===== config.mk =====
export PLATFORM = sky130hd
export DESIGN_NAME = dusa_arbiter
export DESIGN_NICKNAME = d
export VERILOG_FILES = /design/src/hdl/dusa_pkg.sv /design/src/hdl/dusa_arbiter.sv /design/src/hdl/dusa_pulse.sv
export SDC_FILE = /design/constraint.sdc
export NUM_CORES = 1
export LEC_CHECK = 0
export BUFFER_PORTS_ARGS = -buffer_cell sky130_fd_sc_hd__clkbuf_2
export CELL_PAD_IN_SITES_DETAIL_PLACEMENT = 1
export CELL_PAD_IN_SITES_GLOBAL_PLACEMENT = 2
export CORE_UTILIZATION = 36
export CTS_BUF_LIST = sky130_fd_sc_hd__clkbuf_8
export DETAILED_ROUTE_END_ITERATION = 12
export GPL_ROUTABILITY_DRIVEN = 0
export HOLD_SLACK_MARGIN = 0.02
export PLACE_DENSITY_LB_ADDON = 0.25
export SLEW_MARGIN = 30
export SYNTH_ARGS = -nofsm -noshare
export SYNTH_HDL_FRONTEND = slang
export SYNTH_SLANG_ARGS = --single-unit
export TNS_END_PERCENT = 30

===== constraint.sdc =====
create_clock -name clk_sys_i -period 3.4 [get_ports clk_sys_i]
set_clock_uncertainty 0.05 [all_clocks]
set_input_delay 0.34 -clock clk_sys_i [delete_from_list [all_inputs] [get_ports clk_sys_i]]
set_output_delay 0.34 -clock clk_sys_i [all_outputs]
set_load 0.01 [all_outputs]

===== src/hdl/dusa_pkg.sv =====
// Purpose: shared constants and carriers of the drive unit select arbiter
// Assumes: clk_sys_i at 250 MHz, APB register access
// Notes: times stay in their own unit, cycle counts derive from the clock rate
//
// Overview of operation
// - link receivers and drivers off until selected
// - own address from plug, seven when absent
// - match needs equal address and cable present
// - single channel: match enables link, acknowledges
// - attempt fails if other holds or channel disabled
// - timeout mode releases 500 ms after deselect
// - takeover disables other channel, selects requester
// - maintenance switch disables its channel in dual mode
// - match selects, reserve pulse sets reserved flag
// - selected and reserved give unit acknowledged
// - strobe drop or address change deselects
// - reservation outlives deselection until released
// - blocked requester gets acknowledge plus busy
// - pending attempt clears into positioning-done low pulse
// - disabled channel gets no acknowledge, busy or link enable
// - alternation clock keeps selections mutually exclusive
// - jumper B drives index and sector always
// - control strobe with bit 9 releases reservation
// - address bit 3 must be inactive
// - disable flag stays until other channel releases
package dusa_pkg;
    localparam int CLK_MHZ = 250;
    localparam int RES_PULSE_LG_NS = 400;
    localparam int RES_PULSE_SM_NS = 300;
    localparam int DONE_PULSE_LG_US = 40;
    localparam int DONE_PULSE_SM_US = 30;
    localparam int HOLD_TIMEOUT_MS = 500;
    localparam int RES_LG_CYC = RES_PULSE_LG_NS * CLK_MHZ / 1000;
    localparam int RES_SM_CYC = RES_PULSE_SM_NS * CLK_MHZ / 1000;
    localparam int DONE_LG_CYC = DONE_PULSE_LG_US * CLK_MHZ;
    localparam int DONE_SM_CYC = DONE_PULSE_SM_US * CLK_MHZ;
    localparam int TIMEOUT_CYC = HOLD_TIMEOUT_MS * CLK_MHZ * 1000;

    localparam logic [2:0] DEFAULT_ADDR = 3'h7;
    localparam int UADDR_INHIBIT_BIT = 3;

    // register map
    localparam logic [11:0] CTRL_OFS = 12'h000;
    localparam logic [11:0] STAT_OFS = 12'h004;
    localparam int CTRL_W = 6;
    localparam int CTRL_DUAL = 0;
    localparam int CTRL_TMO = 1;
    localparam int CTRL_LARGE = 2;
    localparam int CTRL_IDXB = 3;
    localparam int CTRL_MAINT = 4;
    localparam logic [CTRL_W-1:0] CTRL_RST = 6'h07;
    localparam int STAT_OWN = 8;
    localparam int STAT_ALT = 11;

    typedef struct packed {
        logic pick;
        logic ctl_strobe;
        logic bus9;
        logic cable;
        logic [3:0] uaddr;
    } dusa_link_in_s;

    typedef struct packed {
        logic ack;
        logic busy;
        logic if_en;
        logic done_n;
        logic index;
        logic sector;
    } dusa_link_out_s;
endpackage


===== src/hdl/dusa_arbiter.sv =====
// Purpose: unit select arbiter for one or two controller channels
// Assumes: link pins synchronous to clk_sys_i; channel 0 only in single mode
// Notes: control and status reached over APB, one wait-free access phase
//
// Implementation choices: the address map and register access over APB.
`timescale 1ns/1ps
`default_nettype none
module dusa_arbiter
    import dusa_pkg::*;
#(
    parameter int TIMEOUT_CYC_P = TIMEOUT_CYC,
    parameter int DONE_LG_CYC_P = DONE_LG_CYC,
    parameter int DONE_SM_CYC_P = DONE_SM_CYC
) (
    input wire logic clk_sys_i,
    input wire logic rst_n_i,
    input wire logic psel_i,
    input wire logic penable_i,
    input wire logic pwrite_i,
    input wire logic [11:0] paddr_i,
    input wire logic [31:0] pwdata_i,
    output logic [31:0] prdata_o,
    output logic pready_o,
    output logic pslverr_o,
    input wire logic plug_fitted_i,
    input wire logic [2:0] plug_addr_i,
    input wire logic index_i,
    input wire logic sector_i,
    input wire dusa_link_in_s [1:0] link_i,
    output dusa_link_out_s [1:0] link_o
);
    localparam int TW = 27;
    localparam int DW = 16;
    localparam int RW = 8;

    initial begin
        if (TIMEOUT_CYC_P < 1 || TIMEOUT_CYC_P >= 2**TW) $error("timeout count out of range");
        if (DONE_LG_CYC_P < 1 || DONE_LG_CYC_P >= 2**DW) $error("done count out of range");
        if (DONE_SM_CYC_P < 1 || DONE_SM_CYC_P >= 2**DW) $error("done count out of range");
    end

    typedef struct packed {
        logic [1:0] sel;
        logic [1:0] res;
        logic [1:0] dis;
        logic [1:0] pend;
        logic alt;
        logic [CTRL_W-1:0] ctrl;
        logic [2:0] own;
        dusa_link_out_s [1:0] lo;
        logic pready;
        logic pslverr;
        logic [31:0] prdata;
    } dusa_state_s;

    localparam dusa_link_out_s LO_RST = '{done_n: 1'b1, default: 1'b0};
    localparam dusa_state_s S_RST = '{
        ctrl: CTRL_RST,
        own: DEFAULT_ADDR,
        lo: {LO_RST, LO_RST},
        default: '0
    };

    dusa_state_s s_q, s_d;

    logic dual;
    logic [1:0] match, off, held_o, take, slot, rel;
    logic [1:0] res_start, res_done, done_start, done_active;
    logic tmo_start, tmo_done;
    logic [RW-1:0] res_len;
    logic [DW-1:0] done_len;

    assign dual = s_q.ctrl[CTRL_DUAL];
    assign res_len = s_q.ctrl[CTRL_LARGE] ? RW'(RES_LG_CYC) : RW'(RES_SM_CYC);
    assign done_len = s_q.ctrl[CTRL_LARGE] ? DW'(DONE_LG_CYC_P) : DW'(DONE_SM_CYC_P);

    // -------------------------------------------------------------
    // per-channel decode
    // -------------------------------------------------------------
    for (genvar c = 0; c < 2; c++) begin : g_ch
        assign match[c] = link_i[c].pick && link_i[c].cable
                          && !link_i[c].uaddr[UADDR_INHIBIT_BIT]
                          && (link_i[c].uaddr[2:0] == s_q.own)
                          && (dual || c == 0);
        assign off[c] = dual && (s_q.dis[c] || s_q.ctrl[CTRL_MAINT + c]);
        assign held_o[c] = dual && (s_q.sel[1 - c] || s_q.res[1 - c]);
        assign take[c] = dual && match[c] && !off[c] && link_i[c].bus9;
        // only one channel may set its selected flag per cycle
        assign slot[c] = dual ? (s_q.alt == 1'(c)) : 1'b1;
        // control strobe only heard while selected
        assign rel[c] = dual && s_q.sel[c] && link_i[c].ctl_strobe && link_i[c].bus9;
        assign res_start[c] = s_d.sel[c] && !s_q.sel[c];
        assign done_start[c] = s_q.pend[c] && !held_o[c];

        dusa_pulse #(.W(RW)) u_res (
            .clk_sys_i(clk_sys_i),
            .rst_n_i(rst_n_i),
            .start_i(res_start[c]),
            .len_i(res_len),
            .active_o(),
            .done_o(res_done[c])
        );

        dusa_pulse #(.W(DW)) u_done (
            .clk_sys_i(clk_sys_i),
            .rst_n_i(rst_n_i),
            .start_i(done_start[c]),
            .len_i(done_len),
            .active_o(done_active[c]),
            .done_o()
        );
    end

    // restarted by every deselection
    assign tmo_start = |(s_q.sel & ~s_d.sel);

    dusa_pulse #(.W(TW)) u_tmo (
        .clk_sys_i(clk_sys_i),
        .rst_n_i(rst_n_i),
        .start_i(tmo_start),
        .len_i(TW'(TIMEOUT_CYC_P)),
        .active_o(),
        .done_o(tmo_done)
    );

    // -------------------------------------------------------------
    // next state
    // -------------------------------------------------------------
    always_comb begin
        s_d = s_q;
        s_d.alt = !s_q.alt;
        // strap followed live so a plug change takes effect
        s_d.own = plug_fitted_i ? plug_addr_i : DEFAULT_ADDR;

        for (int c = 0; c < 2; c++) begin
            if (take[c] && slot[c]) begin
                s_d.sel[c] = 1'b1;
                s_d.dis[1 - c] = 1'b1;
                s_d.sel[1 - c] = 1'b0;
                s_d.res[1 - c] = 1'b0;
                s_d.pend[c] = 1'b0;
            end else if (match[c] && !off[c] && !held_o[c] && slot[c] && !s_q.sel[c]) begin
                s_d.sel[c] = 1'b1;
            end else if (s_q.sel[c] && (!match[c] || off[c])) begin
                s_d.sel[c] = 1'b0;
            end

            // a takeover by the other side outranks a reserve pulse ending now
            if (res_done[c] && s_q.sel[c] && !(take[1 - c] && slot[1 - c])) begin
                s_d.res[c] = 1'b1;
            end
            // only an idle reservation times out
            if (tmo_done && s_q.ctrl[CTRL_TMO] && !s_q.sel[c]) begin
                s_d.res[c] = 1'b0;
            end
            if (rel[c]) begin
                s_d.res[c] = 1'b0;
                s_d.dis[1 - c] = 1'b0;
                s_d.dis[c] = 1'b0;
            end

            // set wins over clear
            if (match[c] && !off[c] && held_o[c] && !take[c]) begin
                s_d.pend[c] = 1'b1;
            end else if (done_start[c]) begin
                s_d.pend[c] = 1'b0;
            end

            s_d.lo[c].busy = match[c] && !off[c] && held_o[c] && !take[c];
            s_d.lo[c].ack = (s_q.sel[c] && (s_q.res[c] || !dual) && !off[c]) || s_d.lo[c].busy;
            s_d.lo[c].if_en = s_q.sel[c] && !off[c];
            s_d.lo[c].done_n = !done_active[c];
            s_d.lo[c].index = (s_q.ctrl[CTRL_IDXB] || s_q.sel[c]) && index_i;
            s_d.lo[c].sector = (s_q.ctrl[CTRL_IDXB] || s_q.sel[c]) && sector_i;
        end

        // a release from the other side in the same cycle must not undo a takeover
        for (int c = 0; c < 2; c++) begin
            if (take[c] && slot[c] && !rel[c]) begin
                s_d.dis[1 - c] = 1'b1;
            end
        end

        // APB: data prepared in setup, pready raised for the access phase
        s_d.pready = psel_i && !penable_i;
        s_d.pslverr = 1'b0;
        s_d.prdata = '0;
        if (psel_i && !penable_i) begin
            if (paddr_i == CTRL_OFS) begin
                s_d.prdata = 32'(s_q.ctrl);
            end else if (paddr_i == STAT_OFS) begin
                s_d.prdata = 32'({s_q.alt, s_q.own, s_q.pend, s_q.dis, s_q.res, s_q.sel});
            end else begin
                s_d.pslverr = 1'b1;
            end
        end
        if (psel_i && penable_i && s_q.pready && pwrite_i && paddr_i == CTRL_OFS) begin
            s_d.ctrl = pwdata_i[CTRL_W-1:0];
        end
    end

    always_ff @(posedge clk_sys_i) begin
        if (!rst_n_i) begin
            s_q <= S_RST;
        end else begin
            s_q <= s_d;
        end
    end

    assign prdata_o = s_q.prdata;
    assign pready_o = s_q.pready;
    assign pslverr_o = s_q.pslverr;
    assign link_o = s_q.lo;
endmodule
`default_nettype wire


===== src/hdl/dusa_pulse.sv =====
// Purpose: retriggerable one-shot counter for reserve, done and timeout pulses
// Assumes: len_i is at least one
// Notes: a start while running reloads the count
`timescale 1ns/1ps
`default_nettype none
module dusa_pulse
    import dusa_pkg::*;
#(
    parameter int W = 8
) (
    input wire logic clk_sys_i,
    input wire logic rst_n_i,
    input wire logic start_i,
    input wire logic [W-1:0] len_i,
    output logic active_o,
    output logic done_o
);
    typedef struct packed {
        logic [W-1:0] cnt;
        logic done;
    } dusa_pulse_s;

    dusa_pulse_s s_q, s_d;

    initial begin
        if (W < 1) $error("dusa_pulse: width must be positive");
    end

    always_comb begin
        s_d = s_q;
        s_d.done = (s_q.cnt == W'(1)) && !start_i;
        if (start_i) begin
            s_d.cnt = len_i;
        end else if (s_q.cnt != '0) begin
            s_d.cnt = s_q.cnt - W'(1);
        end
    end

    always_ff @(posedge clk_sys_i) begin
        if (!rst_n_i) begin
            s_q <= '0;
        end else begin
            s_q <= s_d;
        end
    end

    assign active_o = (s_q.cnt != '0);
    assign done_o = s_q.done;
endmodule
`default_nettype wire


==> flow_metrics.py <==
metrics = {
    "synthesis": {
        "synth.largest_area_cell": "dfxtp_1",
        "ys_seq_area_share_pct": 42.84,
        "syn_area_um2": 5700,
        "yosys_warnings": 0,
        "async_flop_share_pct": 0,
        "ys_seq_elements": 122,
        "synth_top_cell_area_share_pct": 42.84,
        "synthCells": 660,
        "synth_area_leaders": "dfxtp_1 43%, xnor2_1 6.0%, buf_4 5.8%",
        "synth_flop_cell": "dfxtp_1",
        "synth_edf_count": 0,
        "synth.distinct_cells": 57,
        "avgSynthCellArea_um2": 8.637,
    },
    "sta": {
        "max_slew_margin_pct": 47.99,
        "fin_tns_setup_ns": 0,
        "tightest_slew_ns": 0.7768,
        "setup_viol": 0,
        "rsz0062_at_grt": "false",
        "hold_viol_final": 0,
        "drv_slew": 0,
        "whs_ns": 0.04626,
        "min_period_ns": 2.700,
        "fmax_mhz": 370.3,
        "fin_crit_sh_pct": 79.42,
    },
    "clocking": {
        "cts-resized-gates": 0,
        "cts.path.max_buffers": 2,
        "cts_tree": "done",
        "root_buffer": "clkbuf_8",
        "clkTransAtPathRegs_ns": 0.07,
        "h-tree-depth": 4,
        "post_cts_buffers": 0,
        "insertion_delay_ns": 0.44,
        "clkSinkCount": 122,
        "cts_made_buffers": 17,
        "holdBufCountCts": 0,
    },
    "die": {
        "io_pins": 117,
        "die_h_um": 127.8,
        "initial_core_util_pct": 37.22,
        "row_count": 45,
        "die_area_um2": 16340,
        "core_um2": 15310,
        "die_w_um": 127.8,
    },
    "detailed_routing": {
        "first_pass_iters": 4,
        "viasPerCell": 4.957,
        "ant_nets": 0,
        "vias": 4620,
        "drc": 0,
        "drtIter0Drc": 129,
        "detail_route.wl_per_cell_um": 14.75,
        "wirelength_mm": 13.74,
    },
    "outcome": {
        "status": "completed",
    },
    "placed_design": {
        "dpl.hpwl_mm": 10.19,
        "io_buffer_count": 70,
    },
    "layout": {
        "seq_area_um2": 2442,
        "antenna_cells": 0,
        "area_growth_pct": 12.58,
        "drive_above_1_share_pct": 15.95,
        "fill_cells": 1872,
        "multi_input_area_um2": 2853,
        "finalNetCount": 787,
    },
    "pwr": {
        "p_total_mw": 6.128,
        "peakVddDrop_uv": 465.7,
        "p_leak_nw": 2.644,
        "power.density_nw_per_um2": 954.9,
    },
    "worst_setup_path": {
        "required_ns": 3.66,
        "critical_path_class": "flop to flop",
        "slowest_delay_ns": 0.65,
        "crit_slowest_cell": "or4_1",
        "worst_setup_path_end_kind": "flop",
        "cp_max_fo": 12,
        "setup.worst_path.start_class": "flop",
        "crit_chain": "or4_1, or4_4, o21ai_2, nor4_1, xnor2_1, a21oi_1",
        "cp.arrival_ns": 2.96,
    },
    "global_routing": {
        "antenna_found_initial": 0,
        "grt_max_degree": 32,
        "grtUsageTotal_pct": 17.83,
        "grt_first_pass_wirelength_mm": 22.83,
        "grt_overflow_total": 0,
        "grt_pass1_vias": 4673,
    },
    "flow_run": {
        "drv_cap": 0,
    },
    "hold_path": {
        "hold_class": "input port to flop",
    },
}
==> report_power, final <==
group | switching (mW) | internal (mW)
Combinational | 1.51 | 1.15
Sequential | 0.321 | 1.80
Clock | 0.561 | 0.788
Total | 2.39 | 3.74
==> synth_stat cells (4+ instances only) <==
library cell,number
nand2b_1,7
mux2i_1,15
nand4_1,5
ha_1,8
and3_1,5
o211ai_1,5
or2_2,8
nand2_1,45
o21a_1,4
dfxtp_1,122
and2_1,10
inv_1,16
nor4_1,17
o31ai_1,4
or4_1,8
buf_4,44
nor2_1,78
xor2_1,19
clkbuf_1,15
nor3_1,32
nor3b_1,4
a21boi_0,6
nand4b_1,6
nand3_1,21
a21oi_1,44
o21ai_0,18
or3_1,12
nor2b_1,7
xnor2_1,39
==> stage by stage <==
stage	area, um^2	setup WS [ns]	cells	util [%]
after global placement	6000	0.7508	900	39.17
after detailed placement	6000	0.7135	900	39.17
after floorplan	5772	1.158	679	-
final	6417	0.6998	932	41.90
after CTS	6417	0.6873	932	41.90
after global routing	6417	0.5306	932	41.90
==> cells in the final DEF, fill, tap and decap left out, types with 19 or more instances in the layout <==
cell type | synthesis | final
a21oi_1 | 44 | 44
nor2_1 | 78 | 78
dfxtp_1 | 122 | 122
nand2_1 | 45 | 45
clkbuf_8 | 0 | 21
xnor2_1 | 39 | 39
clkbuf_2 | 0 | 70
inv_1 | 16 | 21
conb_1 | 1 | 20
nand3_1 | 21 | 21
xor2_1 | 19 | 19
nor3_1 | 32 | 32
==> area by class of cell <==
type | count | area share [%]
tap | 211 | 4.114
multi-input combinational | 477 | 44.45
timing repair buffer | 74 | 5.927
inverter | 16 | 0.9359
clock inverter | 11 | 2.008
sequential | 122 | 38.06
clock buffer | 21 | 4.504
==> cell families after synthesis <==
kind of cell | Yosys count | synth area share [%]
AO/OA/AOI/OAI | 98 | 10.23
flip-flops | 122 | 42.84
XOR/XNOR | 58 | 8.911
other | 1 | 0.06578
multiplexers | 16 | 2.831
adder cells (fa/ha/maj) | 8 | 1.756
buffers and inverters | 80 | 8.362
AND/OR/NAND/NOR | 277 | 25.00
==> sequential cells by signal, indices dropped and copies added (netlist names), 2 cells and up <==
signal / flops
g_ch.u_done.s_q: 32
u_tmo.s_q: 27
s_q: 17
g_ch.u_res.s_q: 16
link_o: 12
prdata_o: 12
g_ch.u_res.done_o: 2
==> layer usage <==
metal  global-route usage [%]  share of wire, %  up-vias
met5                        0                 0        -
met4                    7.682               1.8        0
met3                    4.466               3.4       19
met2                    30.50                48       90
met1                    21.16                47     2193
li1                         -                 -     2318
==> final timing paths <==
path | end | start | slack [ns] | cells after the start
hold reg to reg | s_q[61] | g_ch[1].u_res.done_o | 0.41 | 2
hold / removal | s_q[48] | plug_addr_i[2] | 0.05 | 2
setup / recovery | u_tmo.s_q[26] | u_tmo.s_q[20] | 0.70 | 6
setup reg to reg | u_tmo.s_q[26] | u_tmo.s_q[20] | 0.70 | 6
==> worst max-delay path: cells and delay by family, from the launching register on <==
family / cells / cell delay (ns)
AO/OA/AOI/OAI: 2 / 0.58
flip-flops: 1 / 0.34
XOR/XNOR: 1 / 0.19
AND/OR/NAND/NOR: 3 / 1.40
Power figures use the tool's default switching activity.
